## src/sase_map.vh

```
// Constants for the stack ALU/shift instruction executer
// Overview of operation
// RL1 - Single-register form: optionally invert top, then shift; second kept unless shifted.
// RL2 - Invert flag zero with shift code zero is a one-cycle idle instruction; the code also requires function code zero and stack code zero.
// RL3 - Copy-from-second form: top gets second, optionally inverted, then shifted.
// RL4 - Two-operand form: shifted ALU result of top and second goes to top.
// RL5 - Pop single-register form: shift top with old second, then pop into second.
// RL6 - Pop copy form: second to top, invert, shift, then pop into second.
// RL7 - Pop two-operand form: shifted ALU result to top, pop into second.
// RL8 - Duplicate form: old top into second, then invert and shift top.
// RL9 - Exchange form: swap top and second, invert new top, then shift.
// RL10 - Two-operand copy form: shifted ALU result to top, old top to second.
// RL11 - Push-duplicate form: push second, top into second, invert and shift top.
// RL12 - Push-exchange form: push second, top to second, old second to top.
// RL13 - Every instruction of this class completes in one clock cycle.
// RL14 - First eight shift codes touch top only; others touch second or both.
// RL15 - Boolean functions leave carry alone; add/subtract set it; only add-with-carry and borrow forms use it.
// RL16 - Class by top four bits; function 11:8, stack code 7:6, shift 3:0.
// RL17 - Bit 5 is decoded as a parallel subroutine return request.
`ifndef SASE_MAP_VH
`define SASE_MAP_VH
`define SASE_CLASS 4'ha
`define SASE_CLS_HI 15
`define SASE_CLS_LO 12
`define SASE_FN_HI 11
`define SASE_FN_LO 8
`define SASE_STK_HI 7
`define SASE_STK_LO 6
`define SASE_RET_BIT 5
`define SASE_SH_HI 3
`define SASE_SH_LO 0
`define SASE_FN_INV0 4'h0
`define SASE_FN_INV1 4'h1
`define SASE_FN_CPY0 4'he
`define SASE_FN_CPY1 4'hf
`define SASE_STK_NONE 2'h0
`define SASE_STK_POP 2'h1
`define SASE_STK_DUP 2'h2
`define SASE_STK_PUSH 2'h3
`define SASE_SH_NONE 4'h0
`define SASE_SH_SIGN 4'h1
`define SASE_SH_SHL 4'h2
`define SASE_SH_ROL 4'h3
`define SASE_SH_CUR 4'h4
`define SASE_SH_RRC 4'h5
`define SASE_SH_LSR 4'h6
`define SASE_SH_ASR 4'h7
`define SASE_SH_NSHL 4'h8
`define SASE_SH_NROL 4'h9
`define SASE_SH_DSHL 4'ha
`define SASE_SH_DROL 4'hb
`define SASE_SH_DCUR 4'hc
`define SASE_SH_DRRC 4'hd
`define SASE_SH_DLSR 4'he
`define SASE_SH_DASR 4'hf
`define SASE_ALU_AND 3'h1
`define SASE_ALU_NOR 3'h1
`define SASE_ALU_NSUB 3'h2
`define SASE_ALU_OR 3'h3
`define SASE_ALU_ADD 3'h4
`define SASE_ALU_XOR 3'h5
`define SASE_ALU_SUB 3'h6
`define SASE_TOP_RST 16'h0000
`define SASE_NXT_RST 16'h0000
`endif
```

## src/sase_alu.v

```verilog
// Two-operand ALU of the ALU/shift instruction class
`timescale 1ns/1ns
`include "sase_map.vh"
module sase_alu #(
	parameter W = 16
) (
	// Operands and function code
	input wire [W-1:0] top_in,
	input wire [W-1:0] nxt_in,
	input wire [3:0] fn_in,
	input wire carry_in,
	// Result
	output reg [W-1:0] res_out,
	output reg carry_out,
	output reg carry_upd_out
);
	reg [W:0] sum;
	reg cin;
	always @* begin
		sum = {(W+1){1'b0}};
		cin = fn_in[0] ? carry_in : 1'b1;
		res_out = {W{1'b0}};
		carry_out = carry_in;
		carry_upd_out = 1'b0;
		// RL15 carry use
		case (fn_in[3:1])
		`SASE_ALU_AND: res_out = fn_in[0] ? ~(top_in | nxt_in) : top_in & nxt_in;
		`SASE_ALU_NSUB: begin
			sum = {1'b0, nxt_in} + {1'b0, ~top_in} + {{W{1'b0}}, cin};
			res_out = sum[W-1:0];
			carry_out = sum[W];
			carry_upd_out = 1'b1;
		end
		`SASE_ALU_OR: res_out = top_in | nxt_in;
		`SASE_ALU_ADD: begin
			sum = {1'b0, top_in} + {1'b0, nxt_in} +
				{{W{1'b0}}, fn_in[0] & carry_in};
			res_out = sum[W-1:0];
			carry_out = sum[W];
			carry_upd_out = 1'b1;
		end
		`SASE_ALU_XOR: res_out = fn_in[0] ? ~(top_in ^ nxt_in) : top_in ^ nxt_in;
		`SASE_ALU_SUB: begin
			sum = {1'b0, top_in} + {1'b0, ~nxt_in} + {{W{1'b0}}, cin};
			res_out = sum[W-1:0];
			carry_out = sum[W];
			carry_upd_out = 1'b1;
		end
		default: res_out = top_in;
		endcase
	end
endmodule

```

## src/sase_exec.v

```verilog
// Single-cycle ALU/shift instruction executer with top and second registers
`timescale 1ns/1ns
`include "sase_map.vh"
module sase_exec #(
	parameter W = 16
) (
	// Clock and reset
	input wire clk_sys_in,
	input wire rst_in,
	// Instruction
	input wire instr_valid_in,
	input wire [15:0] instr_in,
	// Parameter stack memory
	input wire [W-1:0] pstk_rdata_in,
	output reg pstk_push_out,
	output reg pstk_pop_out,
	output reg [W-1:0] pstk_wdata_out,
	// Architectural state and status strobes
	output reg [W-1:0] top_out,
	output reg [W-1:0] nxt_out,
	output reg carry_flag_out,
	output reg ret_req_out,
	output reg idle_instruction_out,
	output reg class_hit_out
);
	reg [W-1:0] top_next;
	reg [W-1:0] nxt_next;
	reg carry_next;
	reg [W-1:0] a;
	reg [W-1:0] sn;
	reg c;
	wire [W-1:0] alu_res;
	wire alu_c;
	wire alu_upd;
	wire [3:0] fn = instr_in[`SASE_FN_HI:`SASE_FN_LO];
	wire [1:0] stk = instr_in[`SASE_STK_HI:`SASE_STK_LO];
	wire [3:0] sh = instr_in[`SASE_SH_HI:`SASE_SH_LO];
	// RL16 class decode
	wire hit = instr_valid_in &
		(instr_in[`SASE_CLS_HI:`SASE_CLS_LO] == `SASE_CLASS);
	wire single = (fn == `SASE_FN_INV0) | (fn == `SASE_FN_INV1);
	wire copy = (fn == `SASE_FN_CPY0) | (fn == `SASE_FN_CPY1);
	wire inv = fn[0];
	// RL2 idle instruction decode
	wire idle = (fn == `SASE_FN_INV0) & (stk == `SASE_STK_NONE) &
		(sh == `SASE_SH_NONE);
	reg pop_next;
	reg push_next;
	reg ret_next;
	reg idle_next;

	sase_alu #(.W(W)) u_alu (
		.top_in(top_out),
		.nxt_in(nxt_out),
		.fn_in(fn),
		.carry_in(carry_flag_out),
		.res_out(alu_res),
		.carry_out(alu_c),
		.carry_upd_out(alu_upd)
	);

	// Shifter on the selected operand and NEXT; returns {carry, top, next}
	// Carry in is the ALU carry for add/subtract, else the carry flag, so rotates chain multi-word arithmetic
	function [2*W:0] shift_step;
		input [3:0] code;
		input [W-1:0] z;
		input [W-1:0] low;
		input cy;
		reg [W-1:0] t;
		reg [W-1:0] s;
		reg k;
		begin
			t = z;
			s = low;
			k = cy;
			// RL14 shift scope
			case (code)
			`SASE_SH_NONE: begin
				t = z;
			end
			`SASE_SH_SIGN: begin
				t = {W{z[W-1]}};
			end
			`SASE_SH_SHL: begin
				t = {z[W-2:0], 1'b0};
				k = z[W-1];
			end
			`SASE_SH_ROL: begin
				t = {z[W-2:0], cy};
				k = z[W-1];
			end
			`SASE_SH_CUR: begin
				t = {cy, z[W-1:1]};
				k = 1'b0;
			end
			`SASE_SH_RRC: begin
				t = {cy, z[W-1:1]};
				k = z[0];
			end
			`SASE_SH_LSR: begin
				t = {1'b0, z[W-1:1]};
				k = 1'b0;
			end
			`SASE_SH_ASR: begin
				t = {z[W-1], z[W-1:1]};
				k = z[W-1];
			end
			`SASE_SH_NSHL: begin
				s = {low[W-2:0], 1'b0};
			end
			`SASE_SH_NROL: begin
				s = {low[W-2:0], cy};
			end
			`SASE_SH_DSHL: begin
				{k, t, s} = {z, low, 1'b0};
			end
			`SASE_SH_DROL: begin
				{k, t, s} = {z, low, cy};
			end
			`SASE_SH_DCUR: begin
				{t, s} = {cy, z, low[W-1:1]};
				k = 1'b0;
			end
			`SASE_SH_DRRC: begin
				{t, s, k} = {cy, z, low};
			end
			`SASE_SH_DLSR: begin
				{t, s} = {1'b0, z, low[W-1:1]};
				k = 1'b0;
			end
			default: begin
				{t, s} = {z[W-1], z, low[W-1:1]};
				k = z[W-1];
			end
			endcase
			shift_step = {k, t, s};
		end
	endfunction

	// Strobes for the stack memory and the sequencer, one cycle each
	always @* begin
		pop_next = 1'b0;
		push_next = 1'b0;
		ret_next = 1'b0;
		idle_next = 1'b0;
		if (hit) begin
			// RL5 RL6 RL7 pop strobe
			pop_next = (stk == `SASE_STK_POP);
			// RL11 RL12 push strobe
			push_next = (stk == `SASE_STK_PUSH);
			// RL17 return bit
			ret_next = instr_in[`SASE_RET_BIT];
			// RL2 idle instruction
			idle_next = idle;
		end
	end

	always @* begin
		a = top_out;
		sn = nxt_out;
		c = carry_flag_out;
		top_next = top_out;
		nxt_next = nxt_out;
		carry_next = carry_flag_out;
		// Select the value that feeds the shifter
		if (single) begin
			// RL1 invert top
			a = inv ? ~top_out : top_out;
		end else if (copy) begin
			// RL3 second to top
			a = inv ? ~nxt_out : nxt_out;
		end else begin
			// RL4 ALU result
			a = alu_res;
			c = alu_upd ? alu_c : carry_flag_out;
		end
		// Shifts always see the original second register
		{c, top_next, sn} = shift_step(sh, a, nxt_out, c);
		carry_next = c;
		// Stack movement on the second register
		case (stk)
		`SASE_STK_NONE: begin
			// RL1 RL3 RL4 second kept unless shifted
			nxt_next = sn;
		end
		`SASE_STK_POP: begin
			// RL5 RL6 RL7 pop after shift
			// The memory shows its top word; its pointer moves on the strobe
			nxt_next = pstk_rdata_in;
		end
		`SASE_STK_DUP: begin
			// RL8 RL9 RL10 old top to second
			nxt_next = top_out;
		end
		default: begin
			// RL11 RL12 old top to second
			nxt_next = top_out;
		end
		endcase
		// RL16 other classes and empty cycles keep all state
		if (!hit) begin
			top_next = top_out;
			nxt_next = nxt_out;
			carry_next = carry_flag_out;
		end
	end

	// RL13 one cycle
	always @(posedge clk_sys_in or posedge rst_in) begin
		if (rst_in) begin
			top_out <= `SASE_TOP_RST;
			nxt_out <= `SASE_NXT_RST;
			carry_flag_out <= 1'b0;
			pstk_push_out <= 1'b0;
			pstk_pop_out <= 1'b0;
			pstk_wdata_out <= {W{1'b0}};
			ret_req_out <= 1'b0;
			idle_instruction_out <= 1'b0;
			class_hit_out <= 1'b0;
		end else begin
			top_out <= top_next;
			nxt_out <= nxt_next;
			carry_flag_out <= carry_next;
			// RL11 RL12 old second goes out with the push strobe
			pstk_push_out <= push_next;
			pstk_pop_out <= pop_next;
			pstk_wdata_out <= nxt_out;
			ret_req_out <= ret_next;
			idle_instruction_out <= idle_next;
			class_hit_out <= hit;
		end
	end
endmodule

```

## config.mk

```make
export PLATFORM = sky130hd
export DESIGN_NAME = sase_exec
export DESIGN_NICKNAME = d
export VERILOG_FILES = /design/src/sase_alu.v /design/src/sase_exec.v
export VERILOG_INCLUDE_DIRS = /design/src /design/src/src
export SDC_FILE = /design/constraint.sdc
export NUM_CORES = 1
export LEC_CHECK = 0
export ABC_AREA = 1
export BUFFER_PORTS_ARGS = -buffer_cell sky130_fd_sc_hd__buf_2
export CAP_MARGIN = 10
export CORE_ASPECT_RATIO = 1.2
export CORE_MARGIN = 5
export CORE_UTILIZATION = 45
export CTS_BUF_LIST = sky130_fd_sc_hd__clkbuf_8
export DETAILED_ROUTE_END_ITERATION = 7
export SLEW_MARGIN = 20
export SYNTH_ARGS = -nofsm -noshare
export SYNTH_HDL_FRONTEND = slang
export SYNTH_SLANG_ARGS = --single-unit
```

## constraint.sdc

```tcl
create_clock -name clk_sys_in -period 2.95 [get_ports clk_sys_in]
set_input_delay 0.1475 -clock clk_sys_in [delete_from_list [all_inputs] [get_ports clk_sys_in]]
set_output_delay 0.1475 -clock clk_sys_in [all_outputs]
set_load 0.02 [all_outputs]
```

# [After elaboration in Yosys (flattened, before gate mapping)]
# Index checks and enable logic that the tools add are counted.
[word_totals] mem_bits_ro=0 latchBits=0 out_inout_bits=54 ramBits=0 inputBits=35 memories=0 regBits=54 word_cells=90
[op_classes] addsub=6 n_reduce_logical=14 order_cmp=0 n_bitwise=13 n_mul=0 div=0 mux=21 n_shift=0 n_eq_ne=27
[ops] operator="case mux 16 bit (7 select lines)" n=1
[ops] operator="2-to-1 mux 16 bit" n=6
[ops] operator="case mux 16 bit (6 select lines)" n=1
[ops] operator="inverter 16 bit" n=4
[ops] operator="adder 16 x 16 -> 17 bit" n=3
[ops] operator="adder 17 x 1 -> 17 bit" n=3
[ops] operator="case mux 16 bit (3 select lines)" n=1
[ops] operator="== test 4 bit (second input constant)" n=10
[ops] operator="case mux 16 bit (2 select lines)" n=1
[ops] operator="bitwise AND 16 bit" n=1
[ops] operator="== test 4 x 3 -> 1 bit (second input constant)" n=4
[ops] operator="bitwise OR 16 bit" n=1
[ops] operator="XOR 16 bit" n=1
[ops] operator="OR reduction 4 bit" n=3
[ops] operator="== test 3 bit (second input constant)" n=3
[ops] operator="2-to-1 mux 1 bit" n=9
[ops] operator="== test 4 x 1 -> 1 bit (second input constant)" n=2
[ops] operator="== test 4 x 2 -> 1 bit (second input constant)" n=2
[ops] operator="logical NOT 4 bit" n=2
[ops] operator="OR reduction 2 bit" n=4
[ops] operator="OR reduction 8 bit" n=1
[ops] operator="== test 3 x 2 -> 1 bit (second input constant)" n=2
[ops] operator="OR reduction 3 bit" n=2
[ops] operator="bitwise AND 1 bit" n=4
[ops] operator="9 further kinds" n=10

# [Depth between registers and ports, before layout]
# Gate-level depths: netlist of run 1.
[depth] depth_word=9 mapped_depth=22 mapped_depth_nobuf=20

# [Hierarchy]
# From an unflattened synthesis of run 1, not the netlist that was laid out.
[hier_totals] hier_cells=1403 hier_area_um2=8102.8
[modules_own_cells] mod="sase_alu" instances=1 seq_area_each_um2=0.0 cells_each=839 area_per_inst_um2=4346.7
[modules_own_cells] mod="sase_exec" instances=1 seq_area_each_um2=1351.3 cells_each=564 area_per_inst_um2=3756.1

# [Worst setup path before layout of run 1]
# No wires, ideal clock.
[synth_timing] path_type="input to register" start="in instr_in[8]" end="reg top_out[15]" required_time_ps=2833 path_slack_ps=99 n_path_buf=3 cell_stages=18 setup_time_ps=117 arrival_ps=2734 cell_sequence="buf_2 buf_2 buf_2 nand2_1 fa_1 fa_1 nand3_1 nand3_1 nand2_1 nand3_1 nand2_1 nand2_1 nand2_1 nand4_1 a21oi_1 nand4_1 nand2_1 nand2_1"
[synth_via] elab_chain_len=7 elab_cells_between_ends=23 cone_classes="3 x add/sub; 3 x eq/ne; 13 x mux; 3 x bitwise; 1 x reduce/logical"
[synth_lines] element="start: declaration" line="sase_exec.v:12" rtl="input wire [15:0] instr_in,"
[synth_lines] element="2-to-1 mux 1 bit / bitwise AND 1 bit (equally long branches)" line="sase_alu.v:21, sase_alu.v:37"
[synth_lines] element="adder 17 x 1 -> 17 bit, on equally long branches" line="sase_alu.v:44, sase_alu.v:36, sase_alu.v:29"
[synth_lines] element="case mux 1 bit (3 select lines)" line="sase_alu.v:26" rtl="case (fn_in[3:1])"
[synth_lines] element="2-to-1 mux 1 bit" line="sase_exec.v:175" rtl="c = alu_upd ? alu_c : carry_flag_out;"
[synth_lines] element="2-to-1 mux 1 bit" line="sase_exec.v:169" rtl="end else if (copy) begin"
[synth_lines] element="2-to-1 mux 1 bit" line="sase_exec.v:166" rtl="if (single) begin"
[synth_lines] element="case mux 16 bit (7 select lines) *" line="sase_exec.v:77" rtl="case (code)"
[synth_lines] element="end signal: assignment" line="sase_exec.v:211" rtl="top_out <= `SASE_TOP_RST;"
[synth_lines] element="end signal: assignment" line="sase_exec.v:221" rtl="top_out <= top_next;"
[synth_lines] element="end: declaration" line="sase_exec.v:19" rtl="output reg [W-1:0] top_out,"
# Mark *: on every way between the ends. The rest lies on a longest branch, timed or not.
# A chain may end at the register's enable or synchronous reset.

# [Worst setup path in the final report of run 1]
[layout_timing] start="reg carry_flag_out" end="reg top_out[12]"
[layout_via] elab_chain_len=6 elab_cells_between_ends=9 cone_classes="3 x add/sub; 5 x mux; 1 x bitwise"
[layout_lines] element="start: declaration" line="sase_exec.v:21" rtl="output reg carry_flag_out,"
[layout_lines] element="start signal: assignment" line="sase_exec.v:223" rtl="carry_flag_out <= carry_next;"
[layout_lines] element="2-to-1 mux 1 bit / bitwise AND 1 bit (equally long branches)" line="sase_alu.v:21, sase_alu.v:37"
[layout_lines] element="adder 17 x 1 -> 17 bit, on equally long branches" line="sase_alu.v:44, sase_alu.v:36, sase_alu.v:29"
[layout_lines] element="case mux 16 bit (6 select lines) *" line="sase_alu.v:26"
[layout_lines] element="2-to-1 mux 16 bit *" line="sase_exec.v:169"
[layout_lines] element="2-to-1 mux 16 bit *" line="sase_exec.v:166"
[layout_lines] element="case mux 16 bit (7 select lines) *" line="sase_exec.v:77"
# Marked as above.

==> impl_metrics.tcl, run 1 <==
set metrics [dict create \
    status "finished, final reports clean" \
    gp_congestion 0.9808 \
    cts_tree "done" \
    avgSynthCellArea_sq_um 6.037 \
    finalHoldViolations 0 \
    p_seq_frac 0.140 \
    crit_path_max_fanout 8 \
    rsz0062_at_grt "yes" \
    leakagePower_nw 4.785 \
    drv_slew 0 \
    core-area_sq_um 16920 \
    cts_buffer_depth 2 \
    io_buffers 87 \
    start_util 0.4578 \
    clk_latency_ns 0.33 \
    design.die.area_sq_um 19950 \
    min_path_type "in -> reg" \
    ant_nets 0 \
    min_period_ns 2.805 \
    crit_path_end_kind "flop" \
    drc 0 \
    dp_hpwl_um 23860 \
    syn_inst 1283 \
    grt_overflow 0 \
    firstDrtPassIters 8 \
    synth.distinct_cells 44 \
    crit_type "reg -> reg" \
    cp.arrival_ns 3.05 \
    clkTransAtPathRegs_ns 0.12 \
    power.net_switching_mw 4.087 \
    synth-main-ff-cell "dfrtp_1" \
    finalPower_mw 7.311 \
    cts-htree-levels 2 \
    row_count 52 \
    routedWlPerCell_um 18.23 \
    rrSetupSlack_ns 0.14 \
    synth_seq_cells 54 \
    p_per_area_nw_per_um2 797.0 \
    p_int_mw 3.224 \
    synth_nets 1386 \
    cp_data_required_time_ns 3.19 \
    async_flop_share 1.000 \
    power_frac_comb 0.785 \
    dr_total_vias 9027 \
    drt_iter0_markers 860 \
    cts_sinks 54 \
    n_fill_cell 1801 \
    hold_ws_ns 0.01581 \
    yosys_warnings 0 \
    ys_seq_area_frac 0.1745 \
    cts-root-buf "clkbuf_8" \
    synthesis.area_sq_um 7745 \
    fmax_mhz 356.5 \
    antenna_cells 0 \
    syn2layout_area_growth_pct 18.45 \
    grt_pass1_wl_um 46920 \
    synth_edf_count 0 \
    slew-limit-headroom 0.3572 \
    die_x_um 129.8 \
    start_kind "flop" \
    antenna_found_initial 0 \
    die_h_um 153.7 \
    vias_per_cell 5.484 \
    post-route-period-util 0.9510 \
    pwr-share-clk 0.075 \
    drive_above_1_share 0.2112 \
    wirelength_um 30010 \
    grt_max_degree 45 \
    power_switching_share 0.5590 \
    cts_buffers 5 \
    fin_skew_ns 0.01827 \
    cap_viol_max_count 0 \
    finalSetupViolations 0 \
    grt_pass1_vias 8422 \
    worstMarginPinSlew_ns 0.9632 \
    nets 1532 \
    grt_use_total 0.2993 \
    pin_count 89 \
    ir_drop_v 0.0003114 \
]
-- synth_stat cells, types with 7 or more instances --
cell | count | area share
nor3_1 | 14 | 0.0090
nand4_1 | 24 | 0.019
o21bai_1 | 8 | 0.0078
buf_2 | 17 | 0.011
xor2_1 | 12 | 0.014
xnor2_1 | 21 | 0.024
nand2_2 | 17 | 0.014
buf_4 | 7 | 0.0068
nor2_1 | 110 | 0.053
nand2_1 | 332 | 0.16
o211ai_1 | 9 | 0.0087
inv_1 | 151 | 0.073
clkbuf_1 | 19 | 0.0092
o21ai_0 | 100 | 0.065
o21ai_1 | 9 | 0.0058
nand3_1 | 154 | 0.10
ha_1 | 62 | 0.10
dfrtp_1 | 54 | 0.17
inv_2 | 11 | 0.0053
nand3_2 | 10 | 0.013
buf_6 | 7 | 0.010
a21oi_1 | 75 | 0.048
-- critical path: stages (launching register included) --
cell     delay, ns
dfrtp_2       0.46
nand2_1       0.08
inv_1         0.05
fa_2          0.40
buf_4         0.16
nand3_1       0.11
nand3_2       0.13
nand2_1       0.11
nand2_1       0.07
nand2_1       0.09
nand3_1       0.07
nand3_1       0.09
nand2_1       0.10
nor2_4        0.18
nand2_4       0.09
nand3_4       0.13
buf_12        0.15
nand3_2       0.08
nor2_1        0.11
nor2_1        0.05
-- path summary, 6_finish.rpt --
path | startpoint | to | depth (start not counted)
setup / recovery | carry_flag_out | top_out[12] | 19
hold reg to reg | nxt_out[7] | pstk_wdata_out[7] | 1
min in group asynchronous | rst_in | top_out[9] | 3
setup reg to reg | carry_flag_out | top_out[12] | 19
max in group asynchronous | rst_in | nxt_out[10] | 4
hold / removal | instr_in[5] | ret_req_out | 3
-- state kept, by name, indices dropped and copies added (netlist names) --
name                  cells
carry_flag_out            1
class_hit_out             1
idle_instruction_out      1
nxt_out                  16
pstk_pop_out              1
pstk_push_out             1
pstk_wdata_out           16
ret_req_out               1
top_out                  16
-- power groups by stage --
stage	Sequential, mW	Clock, mW	Combinational (mW)
floorplan	1.40	0	3.30
global placement	1.03	0	5.46
detailed placement	1.04	0	5.51
CTS	1.02	0.561	5.53
global route	1.05	0.596	6.32
finish	1.03	0.546	5.74
-- cell usage in the layout, fill, tap and decap left out, types with 3 or more instances in the layout --
cell type    n
a21oi_1     73
a21oi_2      5
buf_2       87
buf_4      105
clkbuf_8     5
dfrtp_1     51
dfrtp_2      3
fa_2         6
ha_1        54
ha_2         8
inv_1      149
inv_2       13
inv_4        4
nand2_1    324
nand2_2     24
nand2_4      3
nand3_1    152
nand3_2     12
nand3b_1     4
nand4_1     24
nor2_1     108
nor2_2       5
nor2_4       6
nor3_1      13
nor4_1       4
o211ai_1     9
o21ai_0     99
o21ai_1      9
o21bai_1     7
o22ai_1      6
or2_2        5
xnor2_1     21
xor2_1      12
-- area by class of cell --
cell class                 count  area, sq um  share of cell area
clock buffer                   5        68.82            0.007501
multi-input combinational   1006         5530              0.6028
tap                          216        270.3             0.02946
inverter                     167        636.9             0.06942
sequential                    54         1355              0.1477
clock inverter                 3        47.55            0.005183
timing repair buffer         195         1265              0.1379
-- logic make-up (layout without fill, tap and decap cells) --
group           count (synthesis)  after routing  synth area share
simple gates                  690            690            0.3995
flops                          54             54            0.1745
fa+ha+maj                      68             68            0.1157
buf+inv                       223            370            0.1244
compound gates                215            215            0.1486
xor+xnor                       33             33           0.03732
-- metal layers --
metal / routed length (um) / track usage / vias up
li1: - / - / 4448
met1: 13370 / 0.4300 / 4175
met2: 13840 / 0.4746 / 350
met3: 1994 / 0.03400 / 54
met4: 801 / 0.08069 / 0
met5: 0 / 0 / -
-- what timing repair did --
item,4_1_cts,5_1_grt
pin swaps,0,10
setup buffers,0,7
hold buffers,1,0
resized for setup,1,36
endpoints found under the hold margin,20,0
setup endpoints to repair,3,18
-- through the flow --
stage | util | TNS [ns] | cells | setup WS (ns) | cell area [sq um]
final | 0.5423 | 0 | 1646 | 0.1446 | 9174
after CTS | 0.5334 | 0 | 1639 | 0.03308 | 9022
after floorplan | - | 0 | 1283 | 0.09928 | 7745
after detailed placement | 0.5257 | -0.001213 | 1630 | -0.001213 | 8894
after global routing | 0.5423 | -0.02223 | 1646 | -0.01223 | 9174
after global placement | 0.5257 | 0 | 1630 | 0.01782 | 8894
Note: power is estimated with default switching activity, not from simulation.
==> inputs of run 2 (changes only) <==
--- a/config.mk
+++ b/config.mk
@@ -14,6 +14,7 @@
 export CORE_UTILIZATION = 45
 export CTS_BUF_LIST = sky130_fd_sc_hd__clkbuf_8
 export DETAILED_ROUTE_END_ITERATION = 7
+export SETUP_SLACK_MARGIN = 0.5
 export SLEW_MARGIN = 20
 export SYNTH_ARGS = -nofsm -noshare
 export SYNTH_HDL_FRONTEND = slang
==> impl_metrics.tcl, run 2 (same netlist as run 1, synthesis figures left out) <==
set metrics [dict create \
    cts-root-buf "clkbuf_8" \
    crit_chain "nand2_2 > inv_2 > fa_2 > fa_2 > nand2_2 > nand2_2 > nand3b_1 > nand2_2 > nand2_2 > nand3_1 > nand3_1 > nand2_1 > o21bai_1 > nand2_1 > nand3_1 > nand3_1 > nor2_1 > nor2_1" \
    cts_buffer_depth 2 \
    rrSetupSlack_ns 0.20 \
    dr_total_vias 9084 \
    status "finished, final reports clean" \
    hp-start "instr_in[5]" \
    ant_nets 0 \
    finalHoldViolations 0 \
    dp_cells 1628 \
    path_delay_family "simple AND/OR/NAND/NOR gates" \
    post-route-period-util 0.9309 \
    whs_endpoint "ret_req_out" \
    pin_count 89 \
    design.die.area_sq_um 19950 \
    worst_slack_ns 0.2038 \
    final_cell_mix "nand2_1, inv_1, nand3_1" \
    leakagePower_nw 4.804 \
    tns_ns 0 \
    start_util 0.4578 \
    gp_congestion 1.003 \
    p_per_area_nw_per_um2 795.4 \
    fin_skew_ns 0.01589 \
    largestRegisters "nxt_out: 16 flops, pstk_wdata_out: 16 flops, top_out: 16 flops" \
    final_util 0.5539 \
    crit_type "reg -> reg" \
    cts_buffers 5 \
    clk_latency_ns 0.33 \
    mostFrequentLayoutCell "nand2_1" \
    crit_path_end_kind "flop" \
    start_kind "flop" \
    drt_iter0_markers 845 \
    clkTransAtPathRegs_ns 0.09 \
    finalPower_mw 7.453 \
    slew-limit-headroom 0.3469 \
    cts-htree-levels 2 \
    cts_tree "done" \
    cp_slowest_stage_delay_ns 0.46 \
    crit_buf_inv 1 \
    min_period_ns 2.746 \
    die_x_um 129.8 \
    worst-r2r-cell-count 18 \
    routedWlPerCell_um 18.40 \
    finalNonFillerCells 1645 \
    grt_max_degree 46 \
    wirelength_um 30270 \
    finalSetupViolations 0 \
    grt_pass1_wl_um 46330 \
    cp.arrival_ns 2.96 \
    place_ws_ns 0.09834 \
    drive_above_1_share 0.2456 \
    grt_use_total 0.2974 \
    min_path_cells 3 \
    core-area_sq_um 16920 \
    syn2layout_area_growth_pct 20.99 \
    cts_sinks 54 \
    dp_hpwl_um 23930 \
    slowest_stage "dfrtp_2" \
    min_path_type "in -> reg" \
    crit_path_max_fanout 4 \
    r2r-start "carry_flag_out" \
    antenna_found_initial 0 \
    grt_overflow 0 \
    cap_viol_max_count 0 \
    drc 0 \
    io_buffers 87 \
    grt_pass1_vias 8384 \
    r2r-end "top_out[14]" \
    antenna_cells 0 \
    rsz0062_at_grt "yes" \
    vias_per_cell 5.522 \
    crit_top_cell "nand2_2" \
    cp_data_required_time_ns 3.17 \
    ir_drop_v 0.0003058 \
    die_h_um 153.7 \
    drv_slew 0 \
    row_count 52 \
    fmax_mhz 364.1 \
    nets 1532 \
    firstDrtPassIters 5 \
    worstMarginPinSlew_ns 0.9786 \
]
[run 2: worst min-delay path, delay by kind of cell]
| kind | cells | cell delay (ns) |
|---|---|---|
| AND/OR/NAND/NOR | 1 | 0.04 |
| buffers and inverters | 2 | 0.15 |
[run 2: final cells by class]
| cell class | count | area, sq um |
|---|---|---|
| inverters | 167 | 636.9 |
| flip-flops and latches | 54 | 1359 |
| clock buffers | 6 | 82.58 |
| clock inverters | 1 | 3.754 |
| fillers | 1806 | 7546 |
| multi-input cells | 1007 | 5769 |
| repair buffers | 194 | 1249 |
| well taps | 216 | 270.3 |
[run 2: what timing repair did]
item | in CTS | in global routing
setup endpoints to repair | 18 | 18
hold endpoints to repair | 24 | 0
gates resized for setup | 52 | 36
buffers inserted | 5 | 3
pin swaps | 25 | 24
hold buffers | 1 | 0
cloned | 1 | 0
[run 2: power breakdown]
| part | switching [mW] | internal (mW) | leakage (nW) |
|---|---|---|---|
| Clock | 0.267 | 0.184 | 0.0485 |
| Sequential | 0.102 | 0.929 | 0.639 |
| Combinational | 3.82 | 2.15 | 4.12 |
[run 2: how the worst max path moves through the flow]
stage	from	endpoint	slack, ns	cells past startpoint
6_report	carry_flag_out	top_out[14]	0.20	18
5_1_grt	carry_flag_out	top_out[14]	0.05	18
2_1_floorplan	instr_in[8]	top_out[15]	0.39	21
4_1_cts	carry_flag_out	top_out[15]	0.22	17
3_3_place_gp	carry_flag_out	top_out[11]	0.15	18
3_5_place_dp	carry_flag_out	top_out[15]	0.1	19
[run 2: layer usage]
metal / vias to the layer above / share of wire / GRT usage
li1: 4451 / - / -
met1: 4202 / 0.44 / 0.4265
met2: 373 / 0.46 / 0.4731
met3: 58 / 0.064 / 0.02012
met4: 0 / 0.033 / 0.09802
met5: - / 0 / 0
[run 2: per-stage QoR]
| step | hold WS [ns] | area [sq um] |
|---|---|---|
| floorplan | 0.2537 | 7802 |
| global placement | 0.2542 | 8892 |
| detailed placement | 0.2577 | 8892 |
| CTS | 0.02841 | 9206 |
| global route | 0.06002 | 9370 |
| finish | 0.04453 | 9370 |
